**config.mk**
```make
export PLATFORM = sky130hd
export DESIGN_NAME = acs_ctrl
export DESIGN_NICKNAME = d
export VERILOG_FILES = /design/src/acs_pkg.sv /design/src/acs_ctrl.sv
export SDC_FILE = /design/constraint.sdc
export NUM_CORES = 1
export LEC_CHECK = 0
export BUFFER_PORTS_ARGS = -buffer_cell sky130_fd_sc_hd__buf_4
export CAP_MARGIN = 20
export CORE_MARGIN = 4
export CORE_UTILIZATION = 56
export CTS_CLUSTER_DIAMETER = 30
export CTS_CLUSTER_SIZE = 16
export DETAILED_ROUTE_END_ITERATION = 7
export MAX_ROUTING_LAYER = met4
export PLACE_DENSITY = 0.79
export SLEW_MARGIN = 20
export SYNTH_ARGS = -nofsm -noshare
export SYNTH_HDL_FRONTEND = slang
export SYNTH_SLANG_ARGS = --single-unit
```
**constraint.sdc**
```tcl
create_clock -name I_CLOCK -period 3.4 [get_ports I_CLOCK]
set_clock_uncertainty 0.05 [all_clocks]
set_input_delay 0.68 -clock I_CLOCK [delete_from_list [all_inputs] [get_ports I_CLOCK]]
set_output_delay 0.68 -clock I_CLOCK [all_outputs]
set_load 0.1 [all_outputs]
```
**src/acs_pkg.sv**
```systemverilog
// constants, register layout and state types of the converter control block
package acs_pkg;

  // register offsets on the plain register port
  localparam logic [2:0] ADDR_SEL    = 3'h0;
  localparam logic [2:0] ADDR_CTRLA  = 3'h1;
  localparam logic [2:0] ADDR_CTRLB  = 3'h2;
  localparam logic [2:0] ADDR_RES_LO = 3'h3;
  localparam logic [2:0] ADDR_RES_HI = 3'h4;

  // input_selection_register fields
  localparam int SEL_REF_HI   = 7;
  localparam int SEL_REF_LO   = 6;
  localparam int SEL_LEFT_ADJ = 5;
  localparam int SEL_CH_HI    = 3;
  localparam int SEL_CH_LO    = 0;

  // converter_control_register_a fields
  localparam int CTA_ENABLE = 7;
  localparam int CTA_START  = 6;
  localparam int CTA_AUTO   = 5;
  localparam int CTA_FLAG   = 4;
  localparam int CTA_IE     = 3;
  localparam int CTA_PS_HI  = 2;
  localparam int CTA_PS_LO  = 0;

  // control register b: trigger source select
  localparam int CTB_TS_HI = 2;
  localparam int CTB_TS_LO = 0;
  localparam logic [2:0] TS_FREE_RUN = 3'h0;

  // sleep mode codes seen on the sleep mode input
  localparam logic [2:0] SLEEP_IDLE      = 3'h0;
  localparam logic [2:0] SLEEP_NOISE_RED = 3'h1;

  // conversion timing in converter clock cycles
  localparam logic [4:0] CONV_NORMAL_CYC = 5'h0D;
  localparam logic [4:0] CONV_FIRST_CYC  = 5'h19;
  localparam logic [4:0] SH_NORMAL_CYC   = 5'h02;
  localparam logic [4:0] SH_FIRST_CYC    = 5'h0E;

  localparam logic [9:0]  RESULT_MAX  = 10'h3FF;
  localparam logic [10:0] LEVEL_MAX   = 11'h3FF;
  localparam logic [7:0]  RESET_BYTE  = 8'h00;
  localparam logic [6:0]  PRESC_MIN   = 7'h01;

  typedef enum logic {PH_IDLE, PH_CONV} acs_phase_t;

  typedef struct packed {
    logic [1:0] tmp_ref;
    logic [3:0] tmp_ch;
    logic       left_adj;
    logic       en;
    logic       ate;
    logic       flag;
    logic       ie;
    logic [2:0] ps;
    logic [2:0] ts;
    logic [1:0] work_ref;
    logic [3:0] work_ch;
    acs_phase_t phase;
    logic       start_pend;
    logic       first_pend;
    logic       first_conv;
    logic [4:0] cnt;
    logic [6:0] presc;
    logic [9:0] sample;
    logic [9:0] res;
    logic       res_lock;
    logic       trig_prev;
    logic       halted_prev;
    logic       sleep_conv;
    logic [7:0] rdata;
    logic       irq;
    logic       wake;
    logic       sample_stb;
  } acs_state_t;

endpackage
```
**src/acs_ctrl.sv**
```systemverilog
// control logic of the successive-approximation converter: selection buffering, start, sleep, result
//
// Design decisions made here: the address-and-strobe port and the register addresses.
`timescale 1ns/10ps

// Function
// - selection held in temporary register, moved safely
// - idle and enabled: working selection follows temporary every cycle
// - conversion start freezes working selection
// - copying resumes in last converter cycle
// - start bit begins conversion on next tick
// - safely written selection applies to next conversion
// - free running: change shows from second result
// - inputs above reference give full-scale code
// - idle or noise-reduction sleep entry starts conversion once cpu halted
// - sleep conversion end wakes the cpu
// - early wake still raises completion request
// - cpu stays active until next sleep
// - converter stays powered in other sleep modes
// - codes span zero to two-to-n minus one
// - completion writes result, sets flag, clears start unless free running
// - conversion 13 cycles, first one 25
// - reference bits 7:6, channel bits 3:0
module acs_ctrl
  import acs_pkg::*;
#(
  parameter int TRIG_SRCS = 7
)
(
  input  wire logic                 I_CLOCK,
  input  wire logic                 I_RST,
  input  wire logic [2:0]           I_ADDR,
  input  wire logic [7:0]           I_WDATA,
  input  wire logic                 I_WR,
  input  wire logic                 I_RD,
  output logic      [7:0]           O_RDATA,
  input  wire logic [TRIG_SRCS-1:0] I_TRIGGER_SRC,
  input  wire logic [10:0]          I_ANALOG_LEVEL,
  input  wire logic                 I_CPU_HALTED,
  input  wire logic [2:0]           I_SLEEP_MODE,
  input  wire logic                 I_IRQ_ACK,
  output logic      [3:0]           O_CHANNEL_SELECT,
  output logic      [1:0]           O_REFERENCE_SELECT,
  output logic                      O_SAMPLE,
  output logic                      O_BUSY,
  output logic                      O_IRQ,
  output logic                      O_WAKE,
  output logic                      O_ANALOG_POWER
);

  acs_state_t s_r;
  acs_state_t s_nxt;

  logic [6:0] presc_term;
  logic       tick;
  logic       trig_level;
  logic       trig_edge;
  logic       locked;
  logic [4:0] conv_len;
  logic [4:0] sh_point;
  logic       sleep_entry;
  logic [9:0] level_code;

  always_comb
  begin
    // division factor 2,2,4,...,128 expressed as terminal count
    if (s_r.ps == 3'h0)
    begin
      presc_term = PRESC_MIN;
    end
    else
    begin
      presc_term = 7'((8'h01 << s_r.ps) - 8'h01);
    end
    tick = (s_r.presc == presc_term);
  end

  always_comb
  begin
    if (s_r.ts == TS_FREE_RUN)
    begin
      trig_level = 1'b0;
    end
    else
    begin
      trig_level = I_TRIGGER_SRC[s_r.ts - 3'h1];
    end
    trig_edge = trig_level & ~s_r.trig_prev;
  end

  always_comb
  begin
    conv_len = s_r.first_conv ? CONV_FIRST_CYC : CONV_NORMAL_CYC;
    sh_point = s_r.first_conv ? SH_FIRST_CYC : SH_NORMAL_CYC;
    // lock lifts in the last converter cycle of the conversion
    locked = (s_r.phase == PH_CONV) && (s_r.cnt != conv_len - 5'h01);
    sleep_entry = I_CPU_HALTED && !s_r.halted_prev &&
                  ((I_SLEEP_MODE == SLEEP_IDLE) || (I_SLEEP_MODE == SLEEP_NOISE_RED));
    // anything at or above the reference saturates at full scale
    if (I_ANALOG_LEVEL > LEVEL_MAX)
    begin
      level_code = RESULT_MAX;
    end
    else
    begin
      level_code = I_ANALOG_LEVEL[9:0];
    end
  end

  always_comb
  begin
    s_nxt = s_r;
    s_nxt.rdata = RESET_BYTE;
    s_nxt.wake = 1'b0;
    s_nxt.sample_stb = 1'b0;
    s_nxt.trig_prev = trig_level;
    s_nxt.halted_prev = I_CPU_HALTED;

    // prescaler runs only while enabled
    if (!s_r.en || tick)
    begin
      s_nxt.presc = 7'h00;
    end
    else
    begin
      s_nxt.presc = s_r.presc + 7'h01;
    end

    // working selection follows temporary whenever enabled and not locked
    if (s_r.en && !locked)
    begin
      s_nxt.work_ref = s_r.tmp_ref;
      s_nxt.work_ch = s_r.tmp_ch;
    end

    if (I_IRQ_ACK)
    begin
      s_nxt.flag = 1'b0;
    end

    if (I_WR)
    begin
      case (I_ADDR)
        ADDR_SEL:
        begin
          s_nxt.tmp_ref = I_WDATA[SEL_REF_HI:SEL_REF_LO];
          s_nxt.left_adj = I_WDATA[SEL_LEFT_ADJ];
          s_nxt.tmp_ch = I_WDATA[SEL_CH_HI:SEL_CH_LO];
        end
        ADDR_CTRLA:
        begin
          s_nxt.en = I_WDATA[CTA_ENABLE];
          s_nxt.ate = I_WDATA[CTA_AUTO];
          s_nxt.ie = I_WDATA[CTA_IE];
          s_nxt.ps = I_WDATA[CTA_PS_HI:CTA_PS_LO];
          // writing zero to start has no effect
          if (I_WDATA[CTA_START])
          begin
            s_nxt.start_pend = 1'b1;
          end
          if (I_WDATA[CTA_FLAG])
          begin
            s_nxt.flag = 1'b0;
          end
        end
        ADDR_CTRLB:
        begin
          s_nxt.ts = I_WDATA[CTB_TS_HI:CTB_TS_LO];
        end
        default:
        begin
          s_nxt.ts = s_r.ts;
        end
      endcase
    end

    if (I_RD)
    begin
      case (I_ADDR)
        ADDR_SEL:
        begin
          s_nxt.rdata = {s_r.tmp_ref, s_r.left_adj, 1'b0, s_r.tmp_ch};
        end
        ADDR_CTRLA:
        begin
          s_nxt.rdata = {s_r.en, s_r.start_pend, s_r.ate, s_r.flag, s_r.ie, s_r.ps};
        end
        ADDR_CTRLB:
        begin
          s_nxt.rdata = {5'h00, s_r.ts};
        end
        ADDR_RES_LO:
        begin
          // low byte read freezes the pair until the high byte is read
          s_nxt.rdata = s_r.left_adj ? {s_r.res[1:0], 6'h00} : s_r.res[7:0];
          s_nxt.res_lock = 1'b1;
        end
        ADDR_RES_HI:
        begin
          s_nxt.rdata = s_r.left_adj ? s_r.res[9:2] : {6'h00, s_r.res[9:8]};
          s_nxt.res_lock = 1'b0;
        end
        default:
        begin
          s_nxt.rdata = RESET_BYTE;
        end
      endcase
    end

    // noise canceler: conversion begins on the tick after the cpu halts
    if (sleep_entry && s_r.en && s_r.phase == PH_IDLE && !s_r.start_pend && !s_r.ate && s_r.ie)
    begin
      s_nxt.start_pend = 1'b1;
      s_nxt.sleep_conv = 1'b1;
    end

    case (s_r.phase)
      PH_IDLE:
      begin
        if (s_r.en && s_r.ate && trig_edge)
        begin
          // trigger resets the prescaler for a fixed start delay
          s_nxt.phase = PH_CONV;
          s_nxt.presc = 7'h00;
          s_nxt.cnt = 5'h00;
          s_nxt.start_pend = 1'b1;
          s_nxt.first_conv = s_r.first_pend;
          s_nxt.first_pend = 1'b0;
        end
        else if (s_r.en && s_r.start_pend && tick)
        begin
          s_nxt.phase = PH_CONV;
          s_nxt.cnt = 5'h00;
          s_nxt.first_conv = s_r.first_pend;
          s_nxt.first_pend = 1'b0;
        end
      end
      PH_CONV:
      begin
        if (tick)
        begin
          s_nxt.cnt = s_r.cnt + 5'h01;
          if (s_r.cnt == sh_point - 5'h01)
          begin
            s_nxt.sample = level_code;
            s_nxt.sample_stb = 1'b1;
          end
          if (s_r.cnt == conv_len - 5'h01)
          begin
            // a pending low-byte read discards the result, flag still sets
            if (!s_nxt.res_lock)
            begin
              s_nxt.res = s_r.sample;
            end
            s_nxt.flag = 1'b1;
            s_nxt.cnt = 5'h00;
            s_nxt.first_conv = 1'b0;
            if (s_r.sleep_conv && I_CPU_HALTED)
            begin
              s_nxt.wake = 1'b1;
            end
            s_nxt.sleep_conv = 1'b0;
            if (s_r.ate && s_r.ts == TS_FREE_RUN)
            begin
              // restarts at once with the selection copied this cycle
              s_nxt.phase = PH_CONV;
            end
            else
            begin
              s_nxt.phase = PH_IDLE;
              s_nxt.start_pend = 1'b0;
            end
          end
        end
      end
      default:
      begin
        s_nxt.phase = PH_IDLE;
      end
    endcase

    // turning off aborts any conversion and rearms the long first one
    if (!s_nxt.en)
    begin
      s_nxt.phase = PH_IDLE;
      s_nxt.start_pend = 1'b0;
      s_nxt.sleep_conv = 1'b0;
      s_nxt.cnt = 5'h00;
      s_nxt.first_pend = 1'b1;
    end

    s_nxt.irq = s_nxt.flag & s_nxt.ie;
  end

  always_ff @(posedge I_CLOCK or posedge I_RST)
  begin
    if (I_RST)
    begin
      s_r <= '0;
      s_r.first_pend <= 1'b1;
    end
    else
    begin
      s_r <= s_nxt;
    end
  end

  assign O_RDATA = s_r.rdata;
  assign O_CHANNEL_SELECT = s_r.work_ch;
  assign O_REFERENCE_SELECT = s_r.work_ref;
  assign O_SAMPLE = s_r.sample_stb;
  assign O_BUSY = s_r.start_pend;
  assign O_IRQ = s_r.irq;
  assign O_WAKE = s_r.wake;
  // power follows enable alone; sleep modes do not switch it off
  assign O_ANALOG_POWER = s_r.en;

endmodule

```
==> flow_summary.toml, run 1 <==
[outcome]
status = "completed"

[min_path]
hold_class = "input port to async pin"

[global_route]
grt-busiest-layer = "met1"
gr-usage-met3_pct = 5.342
grt_max_degree = 68
grt_use_met2_pct = 29.76
track_usage_pct = 21.40
met1_usage_pct = 30.43
grt_pass1_vias = 2770
antenna_found_initial = 0
grt_pass1_wl_um = 13640
grt-ovfl-total = 0

[critical_path]
critPathLaunchType = "register"
reg2reg_slack_ps = 690
cp_num_buf_inv = 1
critPathTopFamily = "simple AND/OR/NAND/NOR gates"
required_ps = 3580
critical_path_class = "register to register"
crit_path_top_delay_cell = "a311oi_1"
cp_slowest_stage_delay_ps = 450
path_cells = "inv_1, ha_1, ha_1, a31o_2, a311oi_1, nand3_1, nand3_1, nor2_1"
cp-end-kind = "register"
crit_fanout = 7
arrival_ps = 2890

[finish]
postLayoutCoreUtil_pct = 68.07
diodes = 0
final_cells = 489
drive_gt1_share_pct = 26.94
synthToLayoutAreaGrowth_pct = 16.43
design_area_um2 = 4372
fin_nets = 452

[die]
die_w_um = 89.89
core-area_um2 = 6422
io_pins = 57
start_util_pct = 58.46
std_cell_rows = 29
die_h_um = 89.89
dieArea_um2 = 8079

[synth]
synth_top_area_cell = "dfrtp_1"
synth_edf_count = 0
synth_fp_nets = 404
ys_types = 51
async_reset_ff_share_pct = 100.0
yosysSeqAreaShare_pct = 49.35
synth_area_leaders = "dfrtp_1 49%, mux2_2 8.1%, mux2i_1 5.1%, nor2_1 4.0%, buf_4 3.0%"
synth_ff_type = "dfrtp_1"
ys_ff_latch = 74
yosys_warnings = 0
syn_inst = 360
avgSynthCellArea_um2 = 10.43
synth.cell_area_um2 = 3755
synth_top_area_share_pct = 48.65

[job]
cap_violations = 0

[sta]
layout_min_cycle_time_ps = 2714
worstMarginPinSlew_ps = 956.3
setup_viol = 0
fin_setup_tns_ps = 0
fmax_mhz = 368.5
period_share_pct = 79.82
finalHoldViolCount = 0
drv_slew = 0
rsz0062_at_grt = "false"
slew_headroom_pct = 35.38

[place]
placed_cells = 474
placed_area_um2 = 4155
globalplace.congestion = 0.8602
port_buffers = 55
dp_hpwl_um = 5838

[cts]
cts_tree = "built"
post-cts-setup-buffer-count = 0
post_cts_resized = 0
cts.clk_slew.worst_paths_ps = 80
clk_latency_ps = 350
cts_root_buf = "clkbuf_8"
h-tree-depth = 3
cts_buffers = 9
hold_buffers = 0
clockBufferDepth = 2
cts.sinks = 74

[power_and_ir_drop]
leakage_nw = 2.033
p_per_area_nw_per_um2 = 614.3
vdd_drop_max_uv = 603.5

[drt]
vias_per_cell = 5.834
wirelength_um = 8001
vias = 2853
first_iter_violations = 373
final_antenna_net_count = 0
drc_errors = 0
first_pass_iters = 5
wl_per_cell_um = 16.36
==> synthesized netlist by cell type (all sizes together) (2+ instances only) <==
master and number:
mux2i 19, o211ai 2, inv 27, nor4b 3
or3 2, a221oi 4, a32oi 2, and2 4
o21ai 20, nand3 14, xnor2 2, nand3b 4
nand2 17, buf 16, mux2 28, a21oi 17
clkbuf 6, nor2 40, nor3 5, and3 8
ha 6, nand4 2, a31o 2, xor2 4
nand4b 2, dfrtp 73, nor4bb 2, a22oi 2
nor4 2, nor2b 8, a21o 2
==> layout make-up <==
cell class / count / area, um^2
clock buffer: 9 / 123.9
fill: 506 / 2051
multi-input combinational: 237 / 1662
sequential: 74 / 1853
inverter: 27 / 101.3
tap: 77 / 96.34
timing repair buffer: 59 / 442.9
clock inverter: 6 / 92.59
==> metrics by stage <==
stage / setup WS [ps] / power [mW] / hold slack [ps]
3_3_place_gp: 750.6 / 1.932 / 424.8
3_5_place_dp: 688.5 / 1.952 / 443.8
5_1_grt: 452.1 / 2.805 / 157.5
4_1_cts: 674.6 / 2.697 / 149.0
6_report: 686.2 / 2.685 / 156.9
2_1_floorplan: 790.0 / 1.796 / 414.2
==> layer usage <==
layer	part of all wire, %	vias to the layer above
li1	-	1363
met3	6.6	16
met2	45	121
met1	47	1353
met4	1.6	0
met5	0	-
==> power breakdown <==
part,internal [mW],total [mW],leakage [nW],switching (mW)
clock network,0.411,0.746,0.102,0.335
registers,0.991,1.11,0.926,0.116
logic,0.267,0.833,1.01,0.566
total,1.67,2.69,2.03,1.02
==> cells in the final DEF (no fill, tap or decap), types with 6 or more instances in the layout <==
| cell | count |
|---|---|
| nand3_1 | 14 |
| nand2_1 | 17 |
| dfrtp_1 | 73 |
| clkbuf_8 | 9 |
| ha_1 | 6 |
| a21oi_1 | 17 |
| nor2b_1 | 8 |
| inv_1 | 26 |
| and3_1 | 8 |
| mux2_2 | 27 |
| nor2_1 | 40 |
| buf_4 | 59 |
| o21ai_0 | 17 |
| mux2i_1 | 19 |
==> cell families (layout without fill, tap and decap cells) <==
family | count (synthesis) | count (layout) | synth area share (%)
and+or+nand+nor | 115 | 115 | 15.90
DFF | 74 | 74 | 49.35
AOI/OAI and AO/OA | 63 | 63 | 11.50
buffers and inverters | 49 | 101 | 6.398
muxes | 47 | 47 | 13.46
adders and majority gates | 6 | 6 | 1.999
xor gates and xnor gates | 6 | 6 | 1.400
==> sequential cells by signal, indices dropped and copies added (netlist names) <==
| name | count |
|---|---|
| s_r | 55 |
| O_SAMPLE | 1 |
| O_BUSY | 1 |
| O_WAKE | 1 |
| O_REFERENCE_SELECT | 2 |
| O_ANALOG_POWER | 1 |
| O_RDATA | 8 |
| O_IRQ | 1 |
| O_CHANNEL_SELECT | 4 |
==> final timing paths <==
kind / start / end / cells after the start
max reg2reg: s_r[57] / s_r[39] / 8
max: s_r[57] / s_r[39] / 8
min in group I_CLOCK: I_CPU_HALTED / s_r[12] / 1
min reg2reg: s_r[34] / s_r[24] / 1
max in group asynchronous: I_RST / s_r[16] / 3
min: I_RST / O_SAMPLE / 2
==> worst reg2reg max path, delay by kind of cell, from the launching register on <==
family,cells,cell delay (ps)
buffers and inverters,1,90
adders and majority gates,2,520
AOI/OAI and AO/OA,2,690
and+or+nand+nor,3,820
DFF,1,430
(Power assumes the default switching activity.)
==> run 2: changes to the inputs <==
--- a/config.mk
+++ b/config.mk
@@ -8,12 +8,12 @@
 export BUFFER_PORTS_ARGS = -buffer_cell sky130_fd_sc_hd__buf_4
 export CAP_MARGIN = 20
 export CORE_MARGIN = 4
-export CORE_UTILIZATION = 56
+export CORE_UTILIZATION = 51
 export CTS_CLUSTER_DIAMETER = 30
 export CTS_CLUSTER_SIZE = 16
 export DETAILED_ROUTE_END_ITERATION = 7
 export MAX_ROUTING_LAYER = met4
-export PLACE_DENSITY = 0.79
+export PLACE_DENSITY = 0.76
 export SLEW_MARGIN = 20
 export SYNTH_ARGS = -nofsm -noshare
 export SYNTH_HDL_FRONTEND = slang
==> constraint.sdc (replaced) <==
create_clock -name I_CLOCK -period 2.2 [get_ports I_CLOCK]
set_clock_uncertainty 0.05 [all_clocks]
set_input_delay 0.44 -clock I_CLOCK [delete_from_list [all_inputs] [get_ports I_CLOCK]]
set_output_delay 0.44 -clock I_CLOCK [all_outputs]
set_load 0.1 [all_outputs]
==> flow_summary.toml, run 2 (same netlist as run 1, synthesis figures left out) <==
[cts]
clockBufferDepth = 2
hold_buffers = 0
clk_latency_ps = 350
cts_root_buf = "clkbuf_8"
cts_tree = "built"
h-tree-depth = 3
cts_buffers = 9
cts.sinks = 74
cts.clk_slew.worst_paths_ps = 80

[outcome]
status = "completed"

[finish]
synthToLayoutAreaGrowth_pct = 28.32
final_common_cell = "buf_4"
regMostFlops = "s_r"
drive_gt1_share_pct = 37.05
fin_nets = 487
mostFrequentLayoutCells = "89 x buf_4, 72 x dfrtp_1, 39 x nor2_1, 26 x mux2_2, 25 x inv_1"
final_cells = 547
postLayoutCoreUtil_pct = 66.79
largest_register_ff_count = 55
diodes = 0

[sta]
fmax_mhz = 466.1
layout_min_cycle_time_ps = 2145
worstMarginPinSlew_ps = 665.9
finalHoldViolCount = 0
period_share_pct = 97.52
drv_slew = 0
rsz0062_at_grt = "true"
slew_headroom_pct = 55.51
setup_viol = 0

[die]
die_h_um = 93.81
core-area_um2 = 7214
io_pins = 57
start_util_pct = 52.05
die_w_um = 93.81
dieArea_um2 = 8799
std_cell_rows = 31

[critical_path]
required_ps = 2380
critPathLaunchType = "register"
critical_path_class = "register to register"
arrival_ps = 2330
crit_fanout = 10
rr_worst_depth = 7
rr_endpoint = "s_r[17]"
reg2reg_from = "s_r[62]"
cp-end-kind = "register"
reg2reg_slack_ps = 50

[power_and_ir_drop]
totalPowerFinal_mw = 4.441
leakage_nw = 2.242
vdd_drop_max_uv = 783.5
p_per_area_nw_per_um2 = 921.7

[place]
globalplace.congestion = 0.8781
placed_cells = 525
port_buffers = 55
dp_hpwl_um = 6315

[job]
cap_violations = 0

[drt]
drc_errors = 0
first_pass_iters = 6
vias = 3010
wirelength_um = 8618
vias_per_cell = 5.503
final_antenna_net_count = 0
first_iter_violations = 252
wl_per_cell_um = 15.76

[global_route]
grt_max_degree = 34
grt-ovfl-total = 0
grt_pass1_wl_um = 14010
antenna_found_initial = 0
grt_pass1_vias = 2945
track_usage_pct = 20.72

[min_path]
hold_class = "input port to async pin"
run 2: per-layer routing:
metal | routed length, um | part of all wire [%] | global-route usage (%) | up-vias
li1 | - | - | - | 1424
met1 | 3820 | 44 | 28.62 | 1472
met2 | 4061 | 47 | 31.16 | 104
met3 | 593 | 6.9 | 3.926 | 10
met4 | 142 | 1.6 | 6.498 | 0
met5 | 0 | 0 | - | -
run 2: repair_timing:
item	4_1_cts	5_1_grt
pin swaps	0	11
setup endpoints to repair	35	37
buffers inserted	2	4
resized for setup	11	20
run 2: area by class of cell:
type / instances / area [um^2]
Tap cell: 99 / 123.9
Multi-Input combinational cell: 237 / 1774
Clock buffer: 11 / 131.4
Fill cell: 585 / 2396
Timing Repair Buffer: 94 / 750.7
Clock inverter: 5 / 78.83
Sequential cell: 74 / 1854
Inverter: 27 / 105.1
run 2: metrics by stage:
stage / instance area, um^2 / hold WS, ps / worst slack [ps] / TNS [ps]
6_report: 4818 / 139.4 / 54.55 / 0
5_1_grt: 4818 / 158.6 / -37.17 / -431.4
4_1_cts: 4718 / 157.6 / 0.8964 / 0
3_5_place_dp: 4442 / 441.8 / -170.3 / -2397
3_3_place_gp: 4442 / 440.1 / -124.5 / -1062
2_1_floorplan: 3759 / 414.2 / -6.921 / -79.46
run 2: worst max-delay path by stage:
stage / from / endpoint / slack [ps] / cells after the start
3_3_place_gp: s_r[58] / s_r[40] / -120 / 9
3_5_place_dp: s_r[58] / s_r[37] / -170 / 9
5_1_grt: s_r[58] / s_r[40] / -40 / 9
6_report: s_r[62] / s_r[17] / 50 / 7
4_1_cts: s_r[62] / s_r[26] / 0.9 / 7
2_1_floorplan: s_r[37] / s_r[15] / -7 / 6
run 2: worst max-delay path, stage by stage, from the launching register on:
cell	delay (ps)
dfrtp_2	460
nor2b_2	150
o21ai_0	130
and2_4	170
or3_4	420
nor3_4	160
buf_12	160
mux2_2	330
run 2: power breakdown:
part           internal, mW  leakage, nW  switching (mW)
sequential             1.53        0.925           0.155
combinational         0.615         1.21            1.00
clock                 0.638        0.107           0.497
total                  2.78         2.24            1.66
